==> config.mk <==
export PLATFORM = sky130hd
export DESIGN_NAME = sli_status_led
export DESIGN_NICKNAME = d
export VERILOG_FILES = /design/src/sli_pkg.sv /design/src/sli_stretch.sv /design/src/sli_status_led.sv
export SDC_FILE = /design/constraint.sdc
export NUM_CORES = 1
export LEC_CHECK = 0
export BUFFER_PORTS_ARGS = -buffer_cell sky130_fd_sc_hd__clkbuf_2
export CORE_MARGIN = 8
export CORE_UTILIZATION = 55
export CTS_CLUSTER_SIZE = 14
export DETAILED_ROUTE_END_ITERATION = 16
export HOLD_SLACK_MARGIN = 0.15
export PLACE_DENSITY = 0.85
export SETUP_SLACK_MARGIN = 0.05
export SLEW_MARGIN = 20
export SYNTH_ARGS = -nofsm -noshare
export SYNTH_HDL_FRONTEND = slang
export SYNTH_SLANG_ARGS = --single-unit
export TNS_END_PERCENT = 20
==> constraint.sdc <==
create_clock -name mclk -period 7.57 [get_ports mclk]
set_clock_uncertainty 0.15 [all_clocks]
set_input_delay 1.514 -clock mclk [delete_from_list [all_inputs] [get_ports mclk]]
set_output_delay 1.514 -clock mclk [all_outputs]
set_load 0.05 [all_outputs]
==> src/sli_pkg.sv <==
// shared constants and carrier types for the status lamp indicator
package sli_pkg;
   // ----------------------------------------
   // clock and timing
   // ----------------------------------------
   localparam int unsigned CLK_HZ = 250_000_000;
   localparam int unsigned HALF_PERIOD_MS = 500;
   localparam int unsigned HALF_PERIOD_CYC = CLK_HZ / 1000 * HALF_PERIOD_MS;
   localparam int unsigned STRETCH_MS = 50;
   localparam int unsigned STRETCH_CYC = CLK_HZ / 1000 * STRETCH_MS;
   localparam int unsigned CNT_W = 32;

   // ----------------------------------------
   // port counts
   // ----------------------------------------
   localparam int unsigned SER_PORTS = 2;
   localparam int unsigned DSP_PORTS = 2;
   localparam int unsigned DIO_CH = 48;
   localparam int unsigned JMP_W = 6;

   // ----------------------------------------
   // register map (plain port)
   // ----------------------------------------
   localparam logic [3:0] ADDR_CTRL = 4'h0;
   localparam logic [3:0] ADDR_STAT = 4'h1;
   localparam logic [3:0] ADDR_DIO_LO = 4'h2;
   localparam logic [3:0] ADDR_DIO_HI = 4'h3;
   localparam int unsigned CTRL_RUN_BIT = 0;
   localparam int unsigned CTRL_EXP_BIT = 1;
   localparam int unsigned CTRL_DSP_EXIT_BIT = 2;
   localparam logic [31:0] CTRL_RESET = 32'h0000_0000;
   localparam int unsigned STAT_BOOT_BIT = 0;
   localparam int unsigned STAT_USB_BIT = 1;
   localparam int unsigned STAT_HB_BIT = 2;
   localparam int unsigned STAT_RED_BIT = 3;
   localparam int unsigned STAT_YEL_BIT = 4;
   // enabled edges after release before the synchronised straps are taken
   localparam logic [1:0] STRAP_WAIT = 2'h2;

   // display boot-loader phases
   typedef enum logic [1:0] {
      SLI_DSP_BOOT,
      SLI_DSP_KEYS,
      SLI_DSP_SYNC,
      SLI_DSP_APP
   } sli_dsp_t;

   // per-port activity strobes
   typedef struct packed {
      logic [SER_PORTS-1:0] rx;
      logic [SER_PORTS-1:0] tx;
   } sli_act_t;

   // display lamp set
   typedef struct packed {
      logic red;
      logic yellow;
      logic [DSP_PORTS-1:0] rx;
      logic [DSP_PORTS-1:0] tx;
   } sli_dsp_lamp_t;

   // one pulse-stretch step, restarts on a new pulse
   function automatic logic [CNT_W-1:0] stretch_next(input logic hit,
                                                    input logic [CNT_W-1:0] cnt);
      if (hit) begin
         return CNT_W'(STRETCH_CYC);
      end else if (cnt != '0) begin
         return cnt - CNT_W'(1);
      end
      return cnt;
   endfunction : stretch_next
endpackage : sli_pkg

==> src/sli_stretch.sv <==
// activity pulse stretcher for one bank of lamps
`timescale 1ns/10ps
module sli_stretch #(
   parameter int unsigned N = 2
) (
   input wire logic mclk,
   input wire logic rst_n,
   input wire logic clkEn,
   input wire logic [N-1:0] pulse,
   output logic [N-1:0] lamp
);
   logic [sli_pkg::CNT_W-1:0] cnt_q [N];
   logic [sli_pkg::CNT_W-1:0] cnt_d [N];

   // ----------------------------------------
   // next counts
   // ----------------------------------------
   // every packet reloads, so a burst reads as one long blink
   always_comb begin
      for (int i = 0; i < N; i++) begin
         cnt_d[i] = sli_pkg::stretch_next(pulse[i], cnt_q[i]);
      end
   end

   // ----------------------------------------
   // registers
   // ----------------------------------------
   always_ff @(posedge mclk) begin
      for (int i = 0; i < N; i++) begin
         if (!rst_n) begin
            cnt_q[i] <= '0;
            lamp[i] <= 1'b0;
         end else if (clkEn) begin
            cnt_q[i] <= cnt_d[i];
            lamp[i] <= (cnt_d[i] != '0);
         end
      end
   end
endmodule : sli_stretch

==> src/sli_status_led.sv <==
// status lamp logic for controller, expansion module and display
`timescale 1ns/10ps
module sli_status_led (
   input wire logic mclk,
   input wire logic rst_n,
   input wire logic clkEn,
   // register port
   input wire logic [3:0] regAddr,
   input wire logic [31:0] regWdata,
   input wire logic regWr,
   input wire logic regRd,
   output logic [31:0] regRdata,
   // pins
   input wire logic usbDetect,
   input wire logic [sli_pkg::JMP_W-1:0] addrJumper,
   input wire logic dspKeysHeld,
   input wire logic dspAppInvalid,
   // same-clock event strobes
   input wire sli_pkg::sli_act_t serAct,
   input wire logic [sli_pkg::DSP_PORTS-1:0] dspRxPkt,
   input wire logic [sli_pkg::DSP_PORTS-1:0] dspTxPkt,
   input wire logic [sli_pkg::DIO_CH-1:0] dioActive,
   // lamps
   output logic heartbeatLamp,
   output logic expHeartbeatLamp,
   output logic usbLamp,
   output logic [sli_pkg::SER_PORTS-1:0] rxLamp,
   output logic [sli_pkg::SER_PORTS-1:0] txLamp,
   output logic [sli_pkg::DIO_CH-1:0] dioLamp,
   output sli_pkg::sli_dsp_lamp_t dspLamp,
   output logic bootMode,
   output logic outputsEnable
);
   // ----------------------------------------
   // pin synchronisers
   // ----------------------------------------
   localparam int unsigned SW = sli_pkg::JMP_W + 3;
   logic [SW-1:0] syncA_q;
   logic [SW-1:0] syncB_q;
   logic [SW-1:0] syncA_d;
   logic [SW-1:0] syncB_d;
   logic usbS;
   logic anyJumper;
   logic keysS;
   logic invalidS;

   // first stage feeds only the second stage
   always_comb begin
      syncA_d = {usbDetect, dspKeysHeld, dspAppInvalid, addrJumper};
      syncB_d = syncA_q;
   end

   always_ff @(posedge mclk) begin
      if (!rst_n) begin
         syncA_q <= '0;
         syncB_q <= '0;
      end else if (clkEn) begin
         syncA_q <= syncA_d;
         syncB_q <= syncB_d;
      end
   end

   assign usbS = syncB_q[SW-1];
   assign keysS = syncB_q[SW-2];
   assign invalidS = syncB_q[SW-3];
   assign anyJumper = |syncB_q[sli_pkg::JMP_W-1:0];

   // ----------------------------------------
   // power-up strap capture
   // ----------------------------------------
   // straps pass two stages, so sample once the synchroniser has filled
   logic [1:0] strapWait_q;
   logic [1:0] strapWait_d;
   logic strapDone_q;
   logic strapDone_d;
   logic boot_q;
   logic boot_d;
   logic keys_q;
   logic keys_d;

   always_comb begin
      strapWait_d = strapWait_q;
      strapDone_d = strapDone_q;
      boot_d = boot_q;
      keys_d = keys_q;
      if (!strapDone_q) begin
         if (strapWait_q == sli_pkg::STRAP_WAIT) begin
            strapDone_d = 1'b1;
            boot_d = usbS || !anyJumper;
            keys_d = keysS;
         end else begin
            strapWait_d = strapWait_q + 2'h1;
         end
      end
   end

   always_ff @(posedge mclk) begin
      if (!rst_n) begin
         strapWait_q <= 2'h0;
         strapDone_q <= 1'b0;
         boot_q <= 1'b1;
         keys_q <= 1'b0;
      end else if (clkEn) begin
         strapWait_q <= strapWait_d;
         strapDone_q <= strapDone_d;
         boot_q <= boot_d;
         keys_q <= keys_d;
      end
   end

   // ----------------------------------------
   // control register and read port
   // ----------------------------------------
   logic red_q;
   logic yel_q;
   logic [31:0] ctrl_q;
   logic [31:0] ctrl_d;
   logic [31:0] rdata_d;
   logic [31:0] stat;

   always_comb begin
      stat = '0;
      stat[sli_pkg::STAT_BOOT_BIT] = boot_q;
      stat[sli_pkg::STAT_USB_BIT] = usbS;
      stat[sli_pkg::STAT_HB_BIT] = heartbeatLamp;
      stat[sli_pkg::STAT_RED_BIT] = red_q;
      stat[sli_pkg::STAT_YEL_BIT] = yel_q;
   end

   // writes to unmapped addresses are dropped
   always_comb begin
      ctrl_d = ctrl_q;
      if (regWr && regAddr == sli_pkg::ADDR_CTRL) begin
         ctrl_d = regWdata;
      end
      rdata_d = '0;
      if (regRd) begin
         if (regAddr == sli_pkg::ADDR_CTRL) begin
            rdata_d = ctrl_q;
         end else if (regAddr == sli_pkg::ADDR_STAT) begin
            rdata_d = stat;
         end else if (regAddr == sli_pkg::ADDR_DIO_LO) begin
            rdata_d = dioLamp[31:0];
         end else if (regAddr == sli_pkg::ADDR_DIO_HI) begin
            rdata_d = 32'(dioLamp[sli_pkg::DIO_CH-1:32]);
         end
      end
   end

   always_ff @(posedge mclk) begin
      if (!rst_n) begin
         ctrl_q <= sli_pkg::CTRL_RESET;
         regRdata <= '0;
      end else if (clkEn) begin
         ctrl_q <= ctrl_d;
         regRdata <= rdata_d;
      end
   end

   logic appRun;
   logic expRun;
   logic dspExit;
   // boot mode locks the application out regardless of software
   assign appRun = ctrl_q[sli_pkg::CTRL_RUN_BIT] && !boot_q;
   assign expRun = ctrl_q[sli_pkg::CTRL_EXP_BIT];
   assign dspExit = ctrl_q[sli_pkg::CTRL_DSP_EXIT_BIT];

   // ----------------------------------------
   // half-second blink base
   // ----------------------------------------
   logic [sli_pkg::CNT_W-1:0] tick_q;
   logic [sli_pkg::CNT_W-1:0] tick_d;
   logic blink_q;
   logic blink_d;

   always_comb begin
      tick_d = tick_q + sli_pkg::CNT_W'(1);
      blink_d = blink_q;
      if (tick_q == sli_pkg::CNT_W'(sli_pkg::HALF_PERIOD_CYC - 1)) begin
         tick_d = '0;
         blink_d = !blink_q;
      end
   end

   always_ff @(posedge mclk) begin
      if (!rst_n) begin
         tick_q <= '0;
         blink_q <= 1'b1;
      end else if (clkEn) begin
         tick_q <= tick_d;
         blink_q <= blink_d;
      end
   end

   // ----------------------------------------
   // display boot-loader phase
   // ----------------------------------------
   sli_pkg::sli_dsp_t dsp_q;
   sli_pkg::sli_dsp_t dsp_d;

   always_comb begin
      dsp_d = dsp_q;
      case (dsp_q)
         sli_pkg::SLI_DSP_BOOT: begin
            if (strapDone_q) begin
               if (keys_q) begin
                  dsp_d = sli_pkg::SLI_DSP_KEYS;
               end else if (invalidS) begin
                  dsp_d = sli_pkg::SLI_DSP_SYNC;
               end else if (dspExit) begin
                  dsp_d = sli_pkg::SLI_DSP_APP;
               end
            end
         end
         sli_pkg::SLI_DSP_KEYS, sli_pkg::SLI_DSP_SYNC: begin
            if (dspExit && !invalidS) begin
               dsp_d = sli_pkg::SLI_DSP_APP;
            end
         end
         default: begin
            dsp_d = sli_pkg::SLI_DSP_APP;
         end
      endcase
   end

   always_ff @(posedge mclk) begin
      if (!rst_n) begin
         dsp_q <= sli_pkg::SLI_DSP_BOOT;
      end else if (clkEn) begin
         dsp_q <= dsp_d;
      end
   end

   // ----------------------------------------
   // lamp drive registers
   // ----------------------------------------
   logic hb_d;
   logic red_d;
   logic yel_d;

   always_comb begin
      hb_d = 1'b0;
      if (boot_q) begin
         hb_d = 1'b1;
      end else if (appRun) begin
         hb_d = blink_q;
      end
      red_d = 1'b0;
      yel_d = 1'b0;
      case (dsp_q)
         sli_pkg::SLI_DSP_BOOT: begin
            red_d = 1'b1;
            yel_d = 1'b1;
         end
         sli_pkg::SLI_DSP_KEYS: begin
            red_d = blink_q;
         end
         sli_pkg::SLI_DSP_SYNC: begin
            yel_d = blink_q;
         end
         default: begin
            red_d = 1'b0;
         end
      endcase
   end

   always_ff @(posedge mclk) begin
      if (!rst_n) begin
         heartbeatLamp <= 1'b0;
         expHeartbeatLamp <= 1'b0;
         usbLamp <= 1'b0;
         dioLamp <= '0;
         red_q <= 1'b0;
         yel_q <= 1'b0;
         bootMode <= 1'b1;
         outputsEnable <= 1'b0;
      end else if (clkEn) begin
         heartbeatLamp <= hb_d;
         expHeartbeatLamp <= expRun && blink_q;
         usbLamp <= usbS;
         dioLamp <= dioActive;
         red_q <= red_d;
         yel_q <= yel_d;
         bootMode <= boot_q;
         outputsEnable <= appRun;
      end
   end

   // ----------------------------------------
   // activity blinks
   // ----------------------------------------
   // one driver per lamp word; bank order follows the pulse concatenation
   logic [2*sli_pkg::SER_PORTS-1:0] serLamp;
   logic [2*sli_pkg::DSP_PORTS-1:0] dspActLamp;
   assign rxLamp = serLamp[2*sli_pkg::SER_PORTS-1:sli_pkg::SER_PORTS];
   assign txLamp = serLamp[sli_pkg::SER_PORTS-1:0];
   assign dspLamp = {red_q, yel_q, dspActLamp};

   // controller ports
   sli_stretch #(
      .N(2 * sli_pkg::SER_PORTS)
   ) u_serStretch (
      .mclk(mclk),
      .rst_n(rst_n),
      .clkEn(clkEn),
      .pulse({serAct.rx, serAct.tx}),
      .lamp(serLamp)
   );

   // display ports
   sli_stretch #(
      .N(2 * sli_pkg::DSP_PORTS)
   ) u_dspStretch (
      .mclk(mclk),
      .rst_n(rst_n),
      .clkEn(clkEn),
      .pulse({dspRxPkt, dspTxPkt}),
      .lamp(dspActLamp)
   );
endmodule : sli_status_led

Word-level counts from Yosys, hierarchy flattened. Memories as Yosys holds them, arrays and structs flattened. Cells that the tools add are included.

Register bits after elaboration: 185. RAM bits: 256. Input port bits: 106. Output and inout port bits: 95. Logic and storage cells: 157. Memories kept: 2.

$add $sub $neg: 10. Eq/ne operators: 10. Multiplexer cells: 70. Bitwise operators: 10. Reductions and logical operators: 34.

Memory list: u_dspStretch.cnt_q (depth 4, width 32, read ports 4, clocked after memory_dff 0, wr ports 4, line sli_stretch.sv:12) `logic [sli_pkg::CNT_W-1:0] cnt_q [N];`; u_serStretch.cnt_q (depth 4, width 32, read ports 4, clocked after memory_dff 0, wr ports 4, line sli_stretch.sv:12).

Operator list (number): 2-to-1 mux 32 bit (37); nonzero test 32 bit (16); subtractor 32 x 1 -> 32 bit (second input constant) (8); adder 32 x 1 -> 32 bit (second input constant) (1); == test 32 x 27 -> 1 bit (second input constant) (1); 2-to-1 mux 1 bit (24); 2-to-1 mux 16 bit (1); 2-to-1 mux 2 bit (5); == test 4 x 2 -> 1 bit (second input constant) (2); OR 1 bit (8); AND reduction 3 bit (2); OR reduction 6 bit (1); == test 2 bit (second input constant) (2); == test 4 x 1 -> 1 bit (second input constant) (1); logical AND 1 bit (4); logical NOT 1 bit (4); logical NOT 4 bit (1); inequality test 2 bit (second input constant) (2); inequality test 4 bit (second input constant) (1); case mux 1 bit (2 select lines) (2); case mux 2 bit (2 select lines) (1); AND reduction 2 bit (2); AND reduction 4 bit (1); adder 2 x 1 -> 2 bit (second input constant) (1); other kinds (5) (6).

Logic depth before layout (Yosys ltp). Gate-level depths: netlist of run 1.

Word-level depth: 6. Gate-level depth with buffers: 13. Gate-level depth less buffers: 10.

Modules after synthesis. Synthesis of run 1 repeated with hierarchy kept, for this count alone.

Cell total of the unflattened synthesis: 2607. Area total of the unflattened synthesis: 24175.7 µm².

Modules (own cells, without submodules): sli_stretch at u_dspStretch (times used 1, cells each 923, area an instance 8568.2 µm², seq. area each 3923.8 µm²); sli_stretch at u_serStretch (times used 1, cells each 887, area an instance 8430.6 µm², seq. area each 3923.8 µm²); sli_status_led (times used 1, cells each 797, area an instance 7176.9 µm², seq. area each 3543.4 µm²).

Worst setup path before layout of run 1. No wires, ideal clock.

Kind: input -> register. From: input port rst_n. To: memory u_dspStretch.cnt_q[0][0] (netlist bit), enable pin. Setup time: 0.605 ns. Arrival time: 7.117 ns. Required time: 6.815 ns. Path slack: -0.303 ns. Stages: 5. Path buffers: 3. Path through: clkbuf_1 > nor2b_1 > clkbuf_1 > clkbuf_1 > inv_1.

RTL lines: from (decl) (line sli_status_led.sv:5) `input wire logic rst_n,`; to (decl) (line sli_stretch.sv:12).

==> impl_metrics.ini, run 1 <==
[drt]
dr.first_iter.drc_count = 2225
post_drt_wl_per_cell_microns = 18.84
drc = 0
firstDrtPassIters = 6
avgViaCountPerCell = 6.242
vias = 20604
postRouteAntennaNets = 0
routed_wl_microns = 62180

[setup_path]
crit_fanout = 7
critPathCaptureType = flip-flop
cp_data_required_time_ns = 7.88
r2r_slack_ns = 3.45
regToRegStartpoint = u_dspStretch.cnt_q[3][0]
rr_endpoint = u_dspStretch.lamp[3]
ff2ff_path_depth = 10
crit_type = flip-flop to flip-flop
cp_data_arrival_time_ns = 4.42
cp-start-kind = flip-flop

[worst_hold_path]
hold_class = flip-flop to flip-flop
hold_depth = 2
min_to = ctrl_q[31]
min_from = ctrl_q[31]

[timing]
fmax_ghz = 0.2430
rsz0062_at_grt = no
whs_ns = 0.3190
setup_tns_ns = 0
worst_pin_slew_ns = 1.130
hold_violations = 0
period_minus_slack_ns = 4.115
relSlewSlack_pct = 24.36
setup_viol = 0
finalCritPeriodShare_pct = 54.36
slew_violations = 0

[clock_network]
clk_pin_slew_ns = 0.06
cts_resized = 0
ctsHtreeMaxLevel = 2
root_buffer = clkbuf_16
post-cts-setup-buffers = 0
cts.sinks = 441
postCtsHoldBufs = 0
insertion_delay_ns = 0.58
cts_buffers = 45
cts_buffer_depth = 3
cts_tree = yes

[synthesis]
synth_ff_type = edfxtp_1
netlist_area_sq_mm = 0.02383
synth-async-reset-ratio_pct = 0
ys_ff_latch = 441
synth_nets = 2663
avgSynthCellArea_sq_um = 9.368
yosys_warnings = 0
synthCells = 2544
synth_seq_area_share_pct = 47.80
synth-edff-count = 256
yosysUniqueCellTypes = 76

[grt]
grt_max_degree = 86
grt_pass1_vias = 20036
met3_usage_pct = 4.499
grt_pass1_wl_microns = 100200
grt_use_total_pct = 23.64
use_met1_pct = 30.31
grt_busiest_layer = met2
grt_util_met2_pct = 39.67
grt_overflow = 0
antenna_found_initial = 0

[floorplanning]
start_util_pct = 55.57
die_w_microns = 224.2
die_h_microns = 224.2
core_area_sq_mm = 0.04289
dieArea_sq_mm = 0.05025
io_pins = 201
rows = 76

[placement]
hpwl_microns = 42640
port_buffers = 200
routabilityCongestion = 0.9728

[run]
max_cap_viol_count = 0

[final_layout]
drive_gt1_share_pct = 12.27
fin_nets = 2797
area_delta_synth_final_pct = 11.80

[power]
peakVddDrop_mv = 0.2177
power_density_mw_per_mm2 = 217.5
power_uw = 5796
p_leak_uw = 0.009682

[outcome]
status = complete, no violations
## worst max-delay path by stage
stage | from | end | cells after the start
global placement | clkEn | u_serStretch.cnt_q[0][7] | 5
finish | u_dspStretch.cnt_q[3][0] | u_dspStretch.lamp[3] | 10
detailed placement | clkEn | u_serStretch.cnt_q[0][8] | 5
floorplan | rst_n | u_dspStretch.cnt_q[0][0] | 5
global route | u_serStretch.cnt_q[1][3] | u_serStretch.lamp[1] | 8
CTS | u_serStretch.cnt_q[1][3] | u_serStretch.lamp[1] | 8
## final cells by class
class / count / area, sq um
diodes: 1 / 2.502
clock buffers: 63 / 1214
inverters: 39 / 150.1
fillers: 3363 / 16240
clock inverters: 21 / 220.2
repair buffers: 216 / 1134
flip-flops and latches: 441 / 11390
well taps: 585 / 732.0
multi-input cells: 1935 / 11800
## kinds of logic (layout without fill, tap and decap cells)
logic type / count (synthesis) / count (layout) / synth area share, %
AND/OR/NAND/NOR: 1227 / 1227 / 26.51
flip-flops: 441 / 441 / 47.80
AO/OA/AOI/OAI: 399 / 399 / 10.64
XOR/XNOR: 197 / 197 / 7.240
buffers and inverters: 168 / 339 / 2.793
multiplexers: 99 / 99 / 4.347
adder cells (fa/ha/maj): 13 / 13 / 0.6825
other: 0 / 1 / 0
## state kept, by name, summed over array words and instances (netlist names), 9 cells and up
register	cells
u_dspStretch.cnt_q	128
u_serStretch.cnt_q	128
dioLamp	48
ctrl_q	32
regRdata	32
tick_q	32
syncA_q	9
syncB_q	9
## cells in the final DEF (no fill, tap or decap), types with 10 or more instances in the layout
master	netlist	layout
nor2_1	347	347
edfxtp_1	256	256
nand2_1	216	215
clkbuf_2	0	198
dfxtp_1	185	185
nor3_1	130	130
a21oi_1	128	128
xnor2_1	108	108
nor2b_1	92	91
mux2i_1	90	90
xor2_1	89	89
nor4_1	84	83
o21ai_0	83	83
or3_1	67	67
nand3_1	57	57
nand4_1	45	45
clkbuf_16	0	45
or4_1	40	40
a21boi_0	39	39
inv_1	35	34
nand2b_1	23	23
a31oi_1	22	22
and3_1	19	19
a22oi_1	19	19
or2_2	17	17
a22o_1	16	16
clkbuf_1	109	16
buf_4	2	16
nor3b_1	16	15
nor4b_1	15	15
o31ai_1	15	15
a211oi_1	14	14
ha_1	13	13
clkinv_1	4	11
and2_1	10	10
## cells in the mapped netlist (16+ instances only)
| cell | number | share of area, % |
|---|---|---|
| nor3_1 | 130 | 2.7 |
| or2_2 | 17 | 0.45 |
| mux2i_1 | 90 | 3.8 |
| nand2_1 | 216 | 3.4 |
| nand3_1 | 57 | 1.2 |
| clkbuf_1 | 109 | 1.7 |
| xnor2_1 | 108 | 4.0 |
| o21ai_0 | 83 | 1.7 |
| a21boi_0 | 39 | 1.2 |
| a21oi_1 | 128 | 2.7 |
| dfxtp_1 | 185 | 16 |
| nand2b_1 | 23 | 0.60 |
| a22oi_1 | 19 | 0.60 |
| nor3b_1 | 16 | 0.50 |
| nand4_1 | 45 | 1.2 |
| a31oi_1 | 22 | 0.58 |
| and3_1 | 19 | 0.50 |
| xor2_1 | 89 | 3.3 |
| or4_1 | 40 | 1.3 |
| nor2b_1 | 92 | 2.4 |
| or3_1 | 67 | 1.8 |
| nor4_1 | 84 | 2.2 |
| inv_1 | 35 | 0.55 |
| a22o_1 | 16 | 0.59 |
| edfxtp_1 | 256 | 32 |
| nor2_1 | 347 | 5.5 |
## critical path, cell delays in order, from the launching register on
cell and delay [ns]:
edfxtp_1 0.49, inv_1 0.14, ha_1 0.24, or3b_2 0.52, nor4_2 0.56, a21boi_1 0.68, nor4b_1 0.42, xor2_1 0.16
or3_1 0.34, nor4_1 0.18, a31oi_1 0.11
## where the power goes
group          total [uW]  internal, uW  switching (uW)
clock network        2190          1230             961
registers            2830          2680             153
logic                 773           282             491
total                5800          4190            1600
## routing by layer
metal	part of all wire [%]	wire, microns
met1	41	25580
met2	48	29710
met4	2.7	1657
met5	0	0
met3	8.4	5222
## per-stage QoR
| step | utilization [%] | instances | setup WS [ns] | instance area, sq um |
|---|---|---|---|---|
| final | 62.13 | 3301 | 3.455 | 26650 |
| after global routing | 62.13 | 3300 | 3.217 | 26640 |
| after CTS | 62.12 | 3300 | 3.611 | 26640 |
| after detailed placement | 58.77 | 3216 | 3.152 | 25210 |
| after global placement | 58.77 | 3216 | 3.185 | 25210 |
| after floorplan | - | 2544 | 0.6363 | 23840 |
(Power assumes the default switching activity.)
==> run 2, diff against run 1 <==
--- a/config.mk
+++ b/config.mk
@@ -11,7 +11,7 @@
 export CTS_CLUSTER_SIZE = 14
 export DETAILED_ROUTE_END_ITERATION = 16
 export HOLD_SLACK_MARGIN = 0.15
-export PLACE_DENSITY = 0.85
+export PLACE_DENSITY = 0.82
 export SETUP_SLACK_MARGIN = 0.05
 export SLEW_MARGIN = 20
 export SYNTH_ARGS = -nofsm -noshare
==> constraint.sdc (replaced) <==
create_clock -name mclk -period 3.9 [get_ports mclk]
set_clock_uncertainty 0.15 [all_clocks]
set_input_delay 0.78 -clock mclk [delete_from_list [all_inputs] [get_ports mclk]]
set_output_delay 0.78 -clock mclk [all_outputs]
set_load 0.05 [all_outputs]
==> run 2 against run 1 <==
Against the previous run: hold slack got worse by 0.069 ns; first-iteration DRC count fell by 16%; sequential share of layout area fell by 0.53 points; combinational power rose by 94%; sequential power rose by 94%; global-route usage rose by 0.18 points; register-to-register slack got worse by 3.1 ns; via count fell by 1.5%; die area did not move.
==> impl_metrics.ini, run 2 (synthesized netlist as in run 1, its figures left out) <==
[power]
p_switching_uw = 3155
power_density_mw_per_mm2 = 432.7
intPower_uw = 8520
clkPwrFrac_pct = 40.1
swShare_pct = 27.02
power_frac_seq_pct = 47.0
peakVddDrop_mv = 0.3802
p_leak_uw = 0.009881
combPwrFrac_pct = 12.9

[floorplanning]
core_area_sq_mm = 0.04289
io_pins = 201
die_h_microns = 224.2
die_w_microns = 224.2
rows = 76
dieArea_sq_mm = 0.05025
start_util_pct = 55.57

[setup_path]
cp_data_arrival_time_ns = 3.90
crit_start = u_dspStretch.cnt_q[3][0]
slowest_stage = or3b_2
crit_type = flip-flop to flip-flop
cp-start-kind = flip-flop
crit_fanout = 8
regToRegStartpoint = u_dspStretch.cnt_q[3][0]
crit_family = simple AND/OR/NAND/NOR gates
critPathCaptureType = flip-flop
cp_data_required_time_ns = 4.23
critPathBufInv = 1
slowest_delay_ns = 0.52
cp_cell_sequence = inv_1 -> ha_1 -> or3b_2 -> nor4_2 -> and3_1 -> nor3_1 -> a211oi_1 -> nand2_1 -> nor4_1 -> a31oi_1

[final_layout]
area_delta_synth_final_pct = 13.20
final_cell_mix = 347 x nor2_1, 256 x edfxtp_1, 215 x nand2_1
layout_commonest_cell = nor2_1
fin_nets = 2811
stdcell_count = 3319
post-route-util_pct = 62.91
drive_gt1_share_pct = 13.07
top_regs = u_dspStretch.cnt_q x128, u_serStretch.cnt_q x128, dioLamp x48
stdcell_area_sq_mm = 0.02698

[drt]
drc = 0
vias = 20296
post_drt_wl_per_cell_microns = 18.61
postRouteAntennaNets = 0
firstDrtPassIters = 6
avgViaCountPerCell = 6.115
routed_wl_microns = 61770
dr.first_iter.drc_count = 1868

[grt]
grt_use_total_pct = 23.82
grt_overflow = 0
grt_pass1_wl_microns = 100800
grt_pass1_vias = 20096
antenna_found_initial = 3
grt_max_degree = 140

[placement]
port_buffers = 200
numPlacedInstances = 3228
post-place-ws_ns = 0.4595
hpwl_microns = 42980
routabilityCongestion = 0.9351
place_area_sq_mm = 0.02532

[run]
max_cap_viol_count = 0

[outcome]
status = complete, no violations

[timing]
setup_viol = 0
worst_pin_slew_ns = 1.050
relSlewSlack_pct = 30.01
whs_ns = 0.2503
period_minus_slack_ns = 3.567
rsz0062_at_grt = no
setup_ws_ns = 0.3333
slew_violations = 0
finalCritPeriodShare_pct = 91.45
fmax_ghz = 0.2804
hold_violations = 0

[clock_network]
cts_buffers = 47
cts_resized = 0
post-cts-setup-buffers = 0
cts.sinks = 441
clk_pin_slew_ns = 0.06
insertion_delay_ns = 0.61
ctsHtreeMaxLevel = 2
cts_tree = yes
postCtsHoldBufs = 0
root_buffer = clkbuf_16
cts_buffer_depth = 3

[worst_hold_path]
min_from = regWdata[21]
hold_class = input pin to flip-flop
## run 2: changes by cell type in the layout (fill, tap and decap cells not counted), moves of 2 or more
cell / delta
diode_2: +2
clkinv_1: -6
clkinvlp_4: -3
clkinv_4: -2
buf_4: +11
clkbuf_16: +5
buf_12: +2
clkinv_8: -2
inv_16: +2
clkinv_2: +3
inv_6: -2
clkbuf_8: +8
## run 2: power by group through the flow
| stage | sequential [uW] | clock, uW | combinational [uW] |
|---|---|---|---|
| finish | 5490 | 4680 | 1500 |
| global route | 5520 | 4940 | 1650 |
| CTS | 5480 | 4760 | 1490 |
| detailed placement | 5570 | 0 | 1480 |
| global placement | 5560 | 0 | 1450 |
| floorplan | 5610 | 0 | 1020 |
## run 2: worst reg2reg max path, stage by stage, from the launching register on
cell	delay (ns)
edfxtp_1	0.49
inv_1	0.15
ha_1	0.25
or3b_2	0.52
nor4_2	0.30
and3_1	0.42
nor3_1	0.23
a211oi_1	0.39
nand2_1	0.10
nor4_1	0.30
a31oi_1	0.15
## run 2: final timing paths
path,cells after the start,slack (ns),end
setup / recovery,10,0.33,u_dspStretch.lamp[3]
hold reg to reg,2,0.31,regRdata[1]
hold / removal,3,0.25,ctrl_q[21]
setup reg to reg,10,0.33,u_dspStretch.lamp[3]
## run 2: cell type report
type	instances	area, sq um
diodes	3	7.507
clock buffers	75	1445
clock inverters	13	198.9
fillers	3482	15910
inverters	39	150.1
multi-input cells	1935	11810
flip-flops and latches	441	11390
well taps	585	732.0
repair buffers	228	1245
## run 2: metrics by stage
stage | setup TNS [ns] | power, uW
4_1_cts | 0 | 11730
3_3_place_gp | 0 | 7005
6_report | 0 | 11670
5_1_grt | 0 | 12110
3_5_place_dp | 0 | 7050
2_1_floorplan | -464.06 | 6633
## run 2: per-layer routing
metal | wire, microns | vias to the layer above | GRT usage [%]
li1 | - | 9595 | -
met1 | 25990 | 9774 | 30.77
met2 | 29540 | 803 | 39.44
met3 | 4863 | 122 | 5.624
met4 | 1358 | 2 | 7.137
met5 | 13 | - | 0
==> run 3, diff against run 2 <==
--- a/config.mk
+++ b/config.mk
@@ -7,11 +7,11 @@
 export LEC_CHECK = 0
 export BUFFER_PORTS_ARGS = -buffer_cell sky130_fd_sc_hd__clkbuf_2
 export CORE_MARGIN = 8
-export CORE_UTILIZATION = 55
+export CORE_UTILIZATION = 25
 export CTS_CLUSTER_SIZE = 14
 export DETAILED_ROUTE_END_ITERATION = 16
 export HOLD_SLACK_MARGIN = 0.15
-export PLACE_DENSITY = 0.82
+export PLACE_DENSITY = 0.48
 export SETUP_SLACK_MARGIN = 0.05
 export SLEW_MARGIN = 20
 export SYNTH_ARGS = -nofsm -noshare
==> run 3 against run 2 <==
Against the previous run: power increased by 4.5%; sequential share of layout area decreased by 1.9 points; fmax grew 0.80%; clock power rose by 11%; clock-buffer cell count decreased by 4; worst setup slack better by 0.028 ns; routed wire length rose by 11%; hold slack worse by 0.033 ns; first-iteration DRC count decreased by 30%; largest cell class unchanged; largest power group unchanged; highest routed layer unchanged.
==> impl_metrics.ini, run 3 (synthesized netlist as in run 1, its figures left out) <==
[outcome]
status = complete, no violations

[setup_path]
cp_data_arrival_time_ns = 3.91
ff2ff_path_depth = 10
crit_fanout = 6
critPathCaptureType = flip-flop
cp-start-kind = flip-flop
cp_data_required_time_ns = 4.27
crit_type = flip-flop to flip-flop

[timing]
period_minus_slack_ns = 3.538
setup_viol = 0
worst_pin_slew_ns = 0.9368
hold_violations = 0
setup_tns_ns = 0
relSlewSlack_pct = 37.07
setup_ws_ns = 0.3617
slew_violations = 0
rsz0062_at_grt = no
whs_ns = 0.2174
fmax_ghz = 0.2826
finalCritPeriodShare_pct = 90.72

[run]
max_cap_viol_count = 0

[power]
peakVddDrop_mv = 0.3377
p_leak_uw = 0.01012
swShare_pct = 27.79
combPwrFrac_pct = 12.5
clkPwrFrac_pct = 42.5
p_switching_uw = 3389
power_density_mw_per_mm2 = 432.1
intPower_uw = 8807
power_frac_seq_pct = 45.0

[floorplanning]
core_area_sq_mm = 0.09473
die_w_microns = 324.8
rows = 113
start_util_pct = 25.16
dieArea_sq_mm = 0.1055
io_pins = 201
die_h_microns = 324.8

[grt]
antenna_found_initial = 1
grt_pass1_vias = 18987
grt_max_degree = 108
grt_use_total_pct = 12.51
grt_overflow = 0
grt_pass1_wl_microns = 110000

[drt]
firstDrtPassIters = 8
vias = 19332
dr.first_iter.drc_count = 1299
post_drt_wl_per_cell_microns = 17.00
postRouteAntennaNets = 0
avgViaCountPerCell = 4.795
routed_wl_microns = 68550
drc = 0

[placement]
port_buffers = 200
routabilityCongestion = 0.8147
post-place-ws_ns = 0.4338
hpwl_microns = 48430
numPlacedInstances = 3934

[final_layout]
final_cell_mix = 347 x nor2_1, 256 x edfxtp_1, 215 x nand2_1
stdcell_count = 4032
area_delta_synth_final_pct = 18.43
layout_commonest_cell = nor2_1
fin_nets = 2842
seqCellArea_sq_mm = 0.01139
drive_gt1_share_pct = 14.49
fillerInstances = 10078
post-route-util_pct = 29.80
multiInputGateArea_sq_mm = 0.01181
top_regs = u_dspStretch.cnt_q x128, u_serStretch.cnt_q x128, dioLamp x48
diodes = 0

[worst_hold_path]
hold_class = input pin to flip-flop
hold_depth = 3

[clock_network]
ctsHtreeMaxLevel = 2
cts_buffers = 52
insertion_delay_ns = 0.64
cts_tree = yes
clk_pin_slew_ns = 0.06
cts_resized = 0
cts_buffer_depth = 3
root_buffer = clkbuf_16
cts.sinks = 441
postCtsHoldBufs = 0
post-cts-setup-buffers = 0
[run 3: power groups by stage]
| stage | sequential (uW) | combinational, uW | clock [uW] |
|---|---|---|---|
| after floorplan | 5610 | 1020 | 0 |
| after global placement | 5580 | 1540 | 0 |
| after detailed placement | 5580 | 1540 | 0 |
| after CTS | 5490 | 1540 | 5360 |
| after global routing | 5530 | 1700 | 5540 |
| final | 5490 | 1530 | 5180 |
[run 3: final cells by class]
type                       count  area share [%]
inverter                      39          0.5320
clock inverter                27           1.161
multi-input combinational   1935           41.86
clock buffer                  71           5.293
timing repair buffer         254           5.191
tap                         1265           5.608
sequential                   441           40.36
[run 3: worst paths after layout]
kind                                to                      from  slack (ns)
setup reg to reg  u_dspStretch.lamp[2]  u_dspStretch.cnt_q[2][0]        0.36
hold / removal              ctrl_q[24]              regWdata[24]        0.22
setup / recovery  u_dspStretch.lamp[2]  u_dspStretch.cnt_q[2][0]        0.36
hold reg to reg           regRdata[25]              regRdata[25]        0.30
[run 3: through the flow]
stage | total power [uW] | area, sq um
floorplan | 6633 | 23860
global placement | 7125 | 26400
detailed placement | 7116 | 26400
CTS | 12390 | 28220
global route | 12760 | 28220
finish | 12200 | 28220
[run 3: routing by layer]
metal / up-vias / track usage [%] / wire, microns
met5: - / 0 / 13
met4: 2 / 2.889 / 1357
met3: 97 / 2.448 / 2916
met2: 333 / 20.28 / 31340
met1: 9231 / 17.12 / 32920
li1: 9669 / - / -
[run 3: critical path, cell delays in order, from the launching register on]
cell,delay (ns)
edfxtp_1,0.46
inv_1,0.15
ha_1,0.23
or3b_2,0.52
or2_2,0.36
nor3_1,0.43
nor4_1,0.12
xnor2_1,0.22
or3b_2,0.46
nor4_1,0.20
a31oi_1,0.12
